==> config.mk <==
export PLATFORM = sky130hd
export DESIGN_NAME = clsq_seq
export DESIGN_NICKNAME = d
export VERILOG_FILES = /design/src/clsq_sync_edge.v /design/src/clsq_seq.v
export VERILOG_INCLUDE_DIRS = /design/src
export SDC_FILE = /design/constraint.sdc
export NUM_CORES = 2
export LEC_CHECK = 0
export BUFFER_PORTS_ARGS = -buffer_cell sky130_fd_sc_hd__buf_2
export CAP_MARGIN = 10
export CORE_MARGIN = 2
export CORE_UTILIZATION = 40
export DETAILED_ROUTE_END_ITERATION = 6
export SLEW_MARGIN = 40
export SYNTH_ARGS = -nofsm -noshare
export SYNTH_HDL_FRONTEND = slang
export SYNTH_SLANG_ARGS = --single-unit
export TNS_END_PERCENT = 5
==> constraint.sdc <==
create_clock -name mclk -period 3.75 [get_ports mclk]
set_clock_uncertainty 0.15 [all_clocks]
set_input_delay 0.375 -clock mclk [delete_from_list [all_inputs] [get_ports mclk]]
set_output_delay 0.375 -clock mclk [all_outputs]
set_load 0.01 [all_outputs]
==> src/clsq_defs.vh <==
// Register offsets, field positions and reset values of the list sequencer.
`ifndef CLSQ_DEFS_VH
`define CLSQ_DEFS_VH
// ==========================================================
// Register byte offsets
`define CLSQ_A_CFG 12'h000
`define CLSQ_A_CTRL 12'h004
`define CLSQ_A_STAT 12'h008
`define CLSQ_A_CLPER 12'h00c
`define CLSQ_A_CVPER 12'h010
`define CLSQ_A_SETTLE 12'h014
`define CLSQ_A_TSTAMP 12'h018
`define CLSQ_A_SYNCSEL 12'h01c
`define CLSQ_A_LIST 12'h100
// ==========================================================
// Channel list entry fields
`define CLSQ_E_NEXT 31
`define CLSQ_E_DIR 30
`define CLSQ_E_SSHI 29
`define CLSQ_E_SSLO 28
`define CLSQ_E_IRQ 27
`define CLSQ_E_NOWAIT 26
`define CLSQ_E_SKIP 25
`define CLSQ_E_WAITCL 24
`define CLSQ_E_PULSE 23
`define CLSQ_E_WRITE 22
`define CLSQ_E_UPDALL 21
`define CLSQ_E_TSRQ 20
`define CLSQ_E_SLOW 19
`define CLSQ_E_DIFF 15
`define CLSQ_E_GAIN_HI 11
`define CLSQ_E_GAIN_LO 8
`define CLSQ_E_CHAN_HI 7
// ==========================================================
// Configuration word fields
`define CLSQ_C_TSCOPY 18
`define CLSQ_C_MAPPED 15
`define CLSQ_C_RECYCLE 13
`define CLSQ_C_TMREN 11
`define CLSQ_C_IRQEN 10
`define CLSQ_C_STOP_LO 8
`define CLSQ_C_START_LO 6
`define CLSQ_C_CV_LO 4
`define CLSQ_C_CL_LO 2
`define CLSQ_C_LAMP 1
`define CLSQ_C_EN 0
// Edge codes and clock source codes.
`define CLSQ_EDGE_SW 2'h0
`define CLSQ_EDGE_RISE 2'h1
`define CLSQ_EDGE_FALL 2'h2
`define CLSQ_SRC_SW 2'h1
`define CLSQ_SRC_HW 2'h2
`define CLSQ_SRC_EXT 2'h3
// Control register command bits.
`define CLSQ_K_START 0
`define CLSQ_K_STOP 1
`define CLSQ_K_CL 2
`define CLSQ_K_CV 3
// ==========================================================
// Reset values
`define CLSQ_R_CFG 32'h0000_0000
`define CLSQ_R_PER 32'h0000_03e8
`define CLSQ_R_SETTLE 16'h000a
`endif

==> src/clsq_sync_edge.v <==
// Two-flop synchroniser with rise and fall detection per pin.
`timescale 1ns/1ps
module clsq_sync_edge #(
	parameter W = 4
) (
	input wire mclk, // System clock.
	input wire resetn, // Asynchronous reset, active low.
	input wire [W-1:0] din, // Pins from outside the clock domain.
	output wire [W-1:0] rise, // One-cycle pulse on a rising edge.
	output wire [W-1:0] fall // One-cycle pulse on a falling edge.
);
	// ==========================================================
	// Per-pin synchroniser
	genvar i;
	generate
		for (i = 0; i < W; i = i + 1) begin : g_pin
			reg s1_r;
			reg s2_r;
			reg s3_r;
			// The first stage feeds only the second stage.
			always @(posedge mclk or negedge resetn) begin
				if (!resetn) begin
					s1_r <= 1'b0;
					s2_r <= 1'b0;
					s3_r <= 1'b0;
				end else begin
					s1_r <= din[i];
					s2_r <= s1_r;
					s3_r <= s2_r;
				end
			end
			// Edges are taken between the second and third stage.
			assign rise[i] = s2_r & ~s3_r;
			assign fall[i] = ~s2_r & s3_r;
		end
	endgenerate
endmodule // clsq_sync_edge

==> src/clsq_seq.v <==
// Channel list sequencer with its APB register file.
//
// Chosen here: the register offsets and register access over APB.
`timescale 1ns/1ps
`include "clsq_defs.vh"
module clsq_seq #(
	parameter DEPTH = 16, // Channel list entries.
	parameter NSYNC = 4 // Synchronisation lines.
) (
	input wire mclk, // 10 MHz system clock.
	input wire resetn, // Asynchronous reset, active low.
	input wire psel, // APB select.
	input wire penable, // APB enable.
	input wire pwrite, // APB write.
	input wire [11:0] paddr, // APB byte address.
	input wire [31:0] pwdata, // APB write data.
	output reg [31:0] prdata, // APB read data.
	output reg pready, // APB ready.
	output reg pslverr, // APB error on unmapped address.
	input wire ext_list_clock, // External list clock pin.
	input wire ext_conversion_clock, // External conversion clock pin.
	input wire start_trig_pin, // Start trigger pin.
	input wire stop_trig_pin, // Stop trigger pin.
	input wire conv_done, // Converter finished, one-cycle pulse.
	output reg [7:0] chan_r, // Current channel number.
	output reg [3:0] gain_r, // Current gain code.
	output reg [1:0] subsys_r, // Current subsystem.
	output reg diff_r, // Differential acquisition.
	output reg conv_start_r, // Start a conversion, pulse.
	output reg result_wr_r, // Push result to output FIFO, pulse.
	output reg in_pop_r, // Advance input FIFO pointer, pulse.
	output reg hold_load_r, // Load holding register, pulse.
	output reg update_all_r, // Apply all holding registers, pulse.
	output reg ts_valid_r, // Timestamp word valid, pulse.
	output reg [31:0] ts_word_r, // Timestamp word.
	output reg irq_r, // Interrupt to module processor, pulse.
	output reg [NSYNC-1:0] sync_line_r, // Sync line pulses.
	output reg status_lamp_r, // Status lamp.
	output reg [5:0] mode_flags_r // Cfg bits 15:10 for the layer.
);
	localparam AW = 12;
	localparam IW = $clog2(DEPTH);
	localparam S_IDLE = 6'h01;
	localparam S_SETTLE = 6'h02;
	localparam S_WAITCV = 6'h04;
	localparam S_CONV = 6'h08;
	localparam S_DONE = 6'h10;
	localparam S_WAITCL = 6'h20;
	reg [31:0] cfg_r;
	reg [31:0] clper_r;
	reg [31:0] cvper_r;
	reg [15:0] settle_r;
	reg [1:0] syncsel_r;
	reg [31:0] list_mem [0:DEPTH-1];
	reg [3:0] cmd_r;
	reg running_r;
	reg [5:0] state_r;
	reg [IW-1:0] ptr_r;
	reg [16:0] scnt_r;
	reg [31:0] clcnt_r;
	reg [31:0] cvcnt_r;
	reg [31:0] tstamp_r;
	reg nowait_r;
	reg [31:0] ent_r;
	wire [3:0] rise;
	wire [3:0] fall;
	// ==========================================================
	// Pin synchronisers
	clsq_sync_edge #(.W(4)) u_sync (
		.mclk(mclk),
		.resetn(resetn),
		.din({stop_trig_pin, start_trig_pin,
			ext_conversion_clock, ext_list_clock}),
		.rise(rise),
		.fall(fall)
	);
	// ==========================================================
	// Configuration decode
	wire en = cfg_r[`CLSQ_C_EN];
	wire [1:0] cl_src = cfg_r[`CLSQ_C_CL_LO+1:`CLSQ_C_CL_LO];
	wire [1:0] cv_src = cfg_r[`CLSQ_C_CV_LO+1:`CLSQ_C_CV_LO];
	wire [1:0] st_edge = cfg_r[`CLSQ_C_START_LO+1:`CLSQ_C_START_LO];
	wire [1:0] sp_edge = cfg_r[`CLSQ_C_STOP_LO+1:`CLSQ_C_STOP_LO];
	wire cl_tick = (clcnt_r == 32'h0);
	wire cv_tick = (cvcnt_r == 32'h0);

	// List clock event from the selected source.
	reg cl_ev;
	always @* begin
		case (cl_src)
		`CLSQ_SRC_SW: cl_ev = cmd_r[`CLSQ_K_CL];
		`CLSQ_SRC_HW: cl_ev = cl_tick;
		`CLSQ_SRC_EXT: cl_ev = rise[0];
		default: cl_ev = 1'b0;
		endcase
	end
	// Conversion clock event from the selected source.
	reg cv_ev;
	always @* begin
		case (cv_src)
		`CLSQ_SRC_SW: cv_ev = cmd_r[`CLSQ_K_CV];
		`CLSQ_SRC_HW: cv_ev = cv_tick;
		`CLSQ_SRC_EXT: cv_ev = rise[1];
		default: cv_ev = 1'b0;
		endcase
	end
	// Start and stop trigger from the selected edge.
	reg start_ev;
	reg stop_ev;
	always @* begin
		case (st_edge)
		`CLSQ_EDGE_SW: start_ev = cmd_r[`CLSQ_K_START];
		`CLSQ_EDGE_RISE: start_ev = rise[2];
		`CLSQ_EDGE_FALL: start_ev = fall[2];
		default: start_ev = 1'b0;
		endcase
		case (sp_edge)
		`CLSQ_EDGE_SW: stop_ev = cmd_r[`CLSQ_K_STOP];
		`CLSQ_EDGE_RISE: stop_ev = rise[3];
		`CLSQ_EDGE_FALL: stop_ev = fall[3];
		default: stop_ev = 1'b0;
		endcase
	end
	// ==========================================================
	// APB slave, one wait state on every access
	wire acc = psel & penable & ~pready;
	wire in_list = (paddr >= `CLSQ_A_LIST) &&
		(paddr < `CLSQ_A_LIST + DEPTH * 4);
	wire [AW-1:0] loff = paddr - `CLSQ_A_LIST;
	wire [IW-1:0] lidx = loff[IW+1:2];
	reg hit;
	reg [31:0] rd;
	always @* begin
		hit = 1'b1;
		rd = 32'h0;
		case (paddr)
		`CLSQ_A_CFG: rd = cfg_r;
		`CLSQ_A_CTRL: rd = 32'h0;
		`CLSQ_A_STAT: rd = {16'h0, {(8-IW){1'b0}}, ptr_r,
			state_r, en, running_r};
		`CLSQ_A_CLPER: rd = clper_r;
		`CLSQ_A_CVPER: rd = cvper_r;
		`CLSQ_A_SETTLE: rd = {16'h0, settle_r};
		`CLSQ_A_TSTAMP: rd = tstamp_r;
		`CLSQ_A_SYNCSEL: rd = {30'h0, syncsel_r};
		default: begin
			hit = in_list;
			rd = in_list ? list_mem[lidx] : 32'h0;
		end
		endcase
	end
	// Bus answer and register writes.
	always @(posedge mclk or negedge resetn) begin
		if (!resetn) begin
			pready <= 1'b0;
			pslverr <= 1'b0;
			prdata <= 32'h0;
			cfg_r <= `CLSQ_R_CFG;
			clper_r <= `CLSQ_R_PER;
			cvper_r <= `CLSQ_R_PER;
			settle_r <= `CLSQ_R_SETTLE;
			syncsel_r <= 2'h0;
			cmd_r <= 4'h0;
		end else begin
			pready <= acc;
			pslverr <= acc & ~hit;
			prdata <= (acc & ~pwrite) ? rd : 32'h0;
			cmd_r <= 4'h0;
			if (acc & pwrite) begin
				case (paddr)
				`CLSQ_A_CFG: cfg_r <= pwdata;
				`CLSQ_A_CTRL: cmd_r <= pwdata[3:0];
				`CLSQ_A_CLPER: clper_r <= pwdata;
				`CLSQ_A_CVPER: cvper_r <= pwdata;
				`CLSQ_A_SETTLE: settle_r <= pwdata[15:0];
				`CLSQ_A_SYNCSEL: syncsel_r <= pwdata[1:0];
				default: ;
				endcase
			end
		end
	end
	// List memory written by software; no reset needed on contents.
	always @(posedge mclk) begin
		if (acc & pwrite & in_list)
			list_mem[lidx] <= pwdata;
	end
	// ==========================================================
	// Internal clock timers and timestamp counter
	always @(posedge mclk or negedge resetn) begin
		if (!resetn) begin
			clcnt_r <= `CLSQ_R_PER;
			cvcnt_r <= `CLSQ_R_PER;
			tstamp_r <= 32'h0;
		end else begin
			tstamp_r <= tstamp_r + 32'h1;
			// Period counters reload so ticks come equally spaced.
			clcnt_r <= cl_tick ? clper_r : clcnt_r - 32'h1;
			cvcnt_r <= cv_tick ? cvper_r : cvcnt_r - 32'h1;
		end
	end

	// ==========================================================
	// Run control: start and stop triggers, gated by layer enable
	always @(posedge mclk or negedge resetn) begin
		if (!resetn)
			running_r <= 1'b0;
		else if (!en || stop_ev)
			running_r <= 1'b0;
		else if (start_ev)
			running_r <= 1'b1;
	end

	// ==========================================================
	// Sequencer state machine
	wire [31:0] cur = list_mem[ptr_r];
	wire last = ~ent_r[`CLSQ_E_NEXT];
	wire use_cv = (cv_src != 2'h0);
	wire [16:0] settle_ld = ent_r[`CLSQ_E_SLOW] ?
		{settle_r, 1'b0} : {1'b0, settle_r};
	wire [IW-1:0] ptr_inc = ptr_r + {{(IW-1){1'b0}}, 1'b1};

	always @(posedge mclk or negedge resetn) begin
		if (!resetn) begin
			state_r <= S_IDLE;
			ptr_r <= {IW{1'b0}};
			scnt_r <= 17'h0;
			nowait_r <= 1'b0;
			ent_r <= 32'h0;
			chan_r <= 8'h0;
			gain_r <= 4'h0;
			subsys_r <= 2'h0;
			diff_r <= 1'b0;
			conv_start_r <= 1'b0;
			result_wr_r <= 1'b0;
			in_pop_r <= 1'b0;
			hold_load_r <= 1'b0;
			update_all_r <= 1'b0;
			ts_valid_r <= 1'b0;
			ts_word_r <= 32'h0;
			irq_r <= 1'b0;
			sync_line_r <= {NSYNC{1'b0}};
		end else begin
			conv_start_r <= 1'b0;
			result_wr_r <= 1'b0;
			in_pop_r <= 1'b0;
			hold_load_r <= 1'b0;
			update_all_r <= 1'b0;
			ts_valid_r <= 1'b0;
			irq_r <= 1'b0;
			sync_line_r <= {NSYNC{1'b0}};
			case (state_r)
			S_IDLE: begin
				ptr_r <= {IW{1'b0}};
				nowait_r <= 1'b0;
				// One list clock starts the list; after an entry with the WAITCL bit the next entry waits for another.
				if (running_r && cl_ev) begin
					ent_r <= cur;
					state_r <= S_SETTLE;
					scnt_r <= 17'h0;
				end
			end
			S_SETTLE: begin
				// Present the channel, then let it settle.
				chan_r <= ent_r[`CLSQ_E_CHAN_HI:0];
				gain_r <= ent_r[`CLSQ_E_GAIN_HI:`CLSQ_E_GAIN_LO];
				subsys_r <= {ent_r[`CLSQ_E_SSHI],
					ent_r[`CLSQ_E_SSLO]};
				diff_r <= ent_r[`CLSQ_E_DIFF];
				if (scnt_r + 17'h1 >= settle_ld) begin
					if (use_cv && !nowait_r)
						state_r <= S_WAITCV;
					else
						state_r <= S_CONV;
				end else
					scnt_r <= scnt_r + 17'h1;
			end
			S_WAITCV: begin
				if (cv_ev)
					state_r <= S_CONV;
			end
			S_CONV: begin
				conv_start_r <= 1'b1;
				state_r <= S_DONE;
			end
			S_DONE: begin
				if (conv_done) begin
					// Skipped entries convert but neither push a result nor pop the input; hold, update, irq and sync pulses still fire.
					if (!ent_r[`CLSQ_E_SKIP]) begin
						result_wr_r <= ~ent_r[`CLSQ_E_DIR];
						in_pop_r <= ent_r[`CLSQ_E_DIR];
					end
					irq_r <= ent_r[`CLSQ_E_IRQ] &
						cfg_r[`CLSQ_C_IRQEN];
					if (ent_r[`CLSQ_E_PULSE])
						sync_line_r <= {{(NSYNC-1){1'b0}}, 1'b1}
							<< syncsel_r;
					hold_load_r <= ent_r[`CLSQ_E_WRITE];
					update_all_r <= ent_r[`CLSQ_E_UPDALL];
					// Timestamp per entry or at the end of the list.
					ts_valid_r <= ent_r[`CLSQ_E_TSRQ] | (last &
						cfg_r[`CLSQ_C_TSCOPY]);
					ts_word_r <= tstamp_r;
					nowait_r <= ent_r[`CLSQ_E_NOWAIT];
					scnt_r <= 17'h0;
					if (last || ptr_inc == {IW{1'b0}}) begin
						ptr_r <= {IW{1'b0}};
						state_r <= S_IDLE;
					end else begin
						ptr_r <= ptr_inc;
						state_r <= ent_r[`CLSQ_E_WAITCL] ?
							S_WAITCL : S_SETTLE;
					end
				end
			end
			S_WAITCL: begin
				ent_r <= cur;
				if (cl_ev)
					state_r <= S_SETTLE;
			end
			default: state_r <= S_IDLE;
			endcase
			if (state_r == S_DONE && conv_done && !last &&
				ptr_inc != {IW{1'b0}})
				ent_r <= list_mem[ptr_inc];
			// Leaving enable or a stop trigger aborts the list.
			if (!running_r && state_r != S_IDLE)
				state_r <= S_IDLE;
		end
	end

	// ==========================================================
	// Registered configuration outputs
	always @(posedge mclk or negedge resetn) begin
		if (!resetn) begin
			status_lamp_r <= 1'b0;
			mode_flags_r <= 6'h0;
		end else begin
			status_lamp_r <= cfg_r[`CLSQ_C_LAMP];
			mode_flags_r <= cfg_r[`CLSQ_C_MAPPED:`CLSQ_C_IRQEN];
		end
	end
endmodule // clsq_seq

==> metrics.yaml <==
syn_area_um2: 42900
cts.reportedPaths.clkPinSlew_ns: 0.06
fin_hold_ws_ns: 0.0332
drive_above_1_share_pct: 35.1
dp_cells: 4174
antenna_found_initial: 10
regArea_um2: 24900
wl_mm: 134
vias: 27600
yosysSeqAreaShare_pct: 58.0
cts-root-buf: "clkbuf_16"
io_buffers: 152
p_leak_nw: 18.1
clock-sinks: 892
ys_async_sr_fraction_pct: 42.6
p_int_mw: 17.1
critical_path_arrival_ns: 4.06
hold_path_class: "primary input to flip-flop"
dr.pass1.iters: 7
grtUsageTotal_pct: 24.4
dp_hpwl_mm: 85.8
fin_crit_ns: 3.63
cp_slowest_cell: "or4b_1"
route.detailed.drc: 2
pwr-share-clk_pct: 43.2
p_comb_share_pct: 7.1
initial_core_util_pct: 40.2
p_switching_mw: 5.33
h-tree-depth: 3
ir_worst_vdd_mv: 0.363
hold_start: "pwdata[7]"
finalSetupViolations: 0
synthDistinctLibCells: 76
cap_violations: 0
status: "finished, violations left"
clk_latency_ns: 0.70
final_common_cell: "edfxtp_1"
coreArea_um2: 107000
syn_area_per_cell_um2: 15.9
post_drt_via_cell_ratio: 6.29
startpoint_type: "flip-flop"
critical_path_buf_inv_count: 2
boundaryPins: 153
worst_ep_required_time_ns: 4.18
cts_buffers: 93
overflow: 0
synth-edff-count: 512
die-area_um2: 110000
die_y_um: 332
wl_per_cell_um: 30.7
power_per_cell_area_nw_per_um2: 451
tightest_slew_ns: 0.861
clock_path_buffers: 3
place.gp.congestion: 0.905
grt_pass1_vias: 27900
cp_top_family: "simple AND/OR/NAND/NOR gates"
crit_start: "scnt_r[0]"
ys_warn_count: 0
syn_to_final_growth_pct: 15.9
rows: 120
finalHoldViolCount: 0
final-max-slew-violation-count: 0
fp.dieW_um: 332
max_stage_delay_ns: 0.49
rr_worst_depth: 14
cp.depth: 14
synth_flop_cell: "edfxtp_1"
drtAntennaViolNets: 0
critPathKind: "flip-flop to flip-flop"
layout_common_cells: "edfxtp_1 (512), mux4_2 (420), dfrtp_1 (348)"
fillers: 9055
cts_tree: "yes"
switching_share_pct: 23.8
period_share_pct: 96.9
crit_fanout: 7
finalNonFillerCells: 4382
slew_headroom_pct: 42.6
timing.fmax_mhz: 275
path_cells: "ha_4 > and4_4 > and3_1 > nand3_2 > nor2_4 > xor2_2 > ha_1 > or4b_1 > a221oi_2 > o211ai_1 > buf_4 > clkdlybuf4s15_2 > or3_1 > a21oi_1"
syn_nets: 2782
syn_inst: 2704
grt_pass1_wl_mm: 196
pwr-share-seq_pct: 49.6
hold_depth: 1
ys_ff_latch: 892
nets: 2978
multiInputGateArea_um2: 17500
violations: "DRC"
cp-end-kind: "flip-flop"
drt_iter0_drc: 3240
reg2reg_from: "scnt_r[0]"
grt_max_degree: 109
-- power by group through the flow --
stage / clock (mW) / combinational [mW] / sequential [mW]
4_1_cts: 9.85 / 1.60 / 11.1
5_1_grt: 10.2 / 1.75 / 11.2
3_5_place_dp: 0 / 1.56 / 11.3
3_3_place_gp: 0 / 1.52 / 11.3
6_report: 9.70 / 1.60 / 11.1
2_1_floorplan: 0 / 1.02 / 11.2
-- final cells by class --
cell class / instances / area share (%)
Antenna cell: 3 / 0.0151
Clock buffer: 117 / 5.10
Clock inverter: 54 / 1.35
Inverter: 15 / 0.113
Multi-Input combinational cell: 1612 / 35.1
Sequential cell: 892 / 50.1
Tap cell: 1403 / 3.53
Timing Repair Buffer: 286 / 4.70
-- what timing repair did --
action	4_1_cts	5_1_grt
setup buffers	0	4
endpoints found under the hold margin	375	0
endpoints found under the setup margin	0	19
resized for setup	0	10
hold buffers	28	0
-- cells in the mapped netlist (22+ instances only) --
cell	n	area share [%]
a21oi_1	92	1.1
a222oi_1	26	0.61
a31oi_1	30	0.44
buf_1	36	0.31
buf_2	35	0.41
clkbuf_1	111	0.97
dfrtp_1	353	21
dfstp_2	27	1.7
edfxtp_1	512	36
ha_1	24	0.70
mux2_2	130	3.4
mux4_2	420	22
nand2_1	252	2.2
nand3_1	50	0.58
nor2_1	134	1.2
nor3_1	36	0.42
o211ai_1	26	0.45
o21ai_0	49	0.57
or3_1	22	0.32
xnor2_1	58	1.2
xor2_1	37	0.75
-- final timing paths --
| check | slack [ns] | to |
|---|---|---|
| setup reg to reg | 0.12 | scnt_r[13] |
| hold / removal | 0.03 | list_mem[0][7] |
| hold reg to reg | 0.20 | u_sync.g_pin[3].s2_r |
| max in group asynchronous | 2.49 | prdata[27] |
| min in group asynchronous | 0.06 | ts_word_r[1] |
| setup / recovery | 0.12 | scnt_r[13] |
-- state kept, by name, indices dropped and copies added (netlist names), 6 cells and up --
| name | flops |
|---|---|
| list_mem | 512 |
| settle_r | 16 |
| clcnt_r | 32 |
| cvcnt_r | 32 |
| state_r | 6 |
| mode_flags_r | 6 |
| clper_r | 32 |
| tstamp_r | 32 |
| ent_r | 26 |
| cfg_r | 32 |
| chan_r | 8 |
| ts_word_r | 32 |
| prdata | 32 |
| scnt_r | 17 |
| cvper_r | 32 |
-- stage by stage --
stage	TNS, ns	total power, mW	instance area, µm²	setup slack, ns	util (%)
2_1_floorplan	0	12.2	42900	0.214	-
3_3_place_gp	0	12.8	46100	0.178	43.2
3_5_place_dp	0	12.9	46200	0.124	43.3
4_1_cts	0	22.6	49700	0.0722	46.5
5_1_grt	-0.179	23.1	49800	-0.0424	46.6
6_report	0	22.4	49800	0.116	46.6
-- routing by layer --
metal	GRT usage, %	up-vias	routed length, µm
li1	-	11200	-
met1	32.9	14600	52000
met2	39.9	1436	65300
met3	4.48	280	12200
met4	8.33	14	4760
met5	0	-	90
-- cell families after synthesis --
group                    count (synthesis)  synth area share, %
AO/OA/AOI/OAI                          295                 4.58
buffers and inverters                  200                 1.88
AND/OR/NAND/NOR                        627                 6.96
multiplexers                           571                 25.9
XOR/XNOR                                95                 1.94
flip-flops                             892                 58.0
adder cells (fa/ha/maj)                 24                0.699
Power figures use the tool's default switching activity.
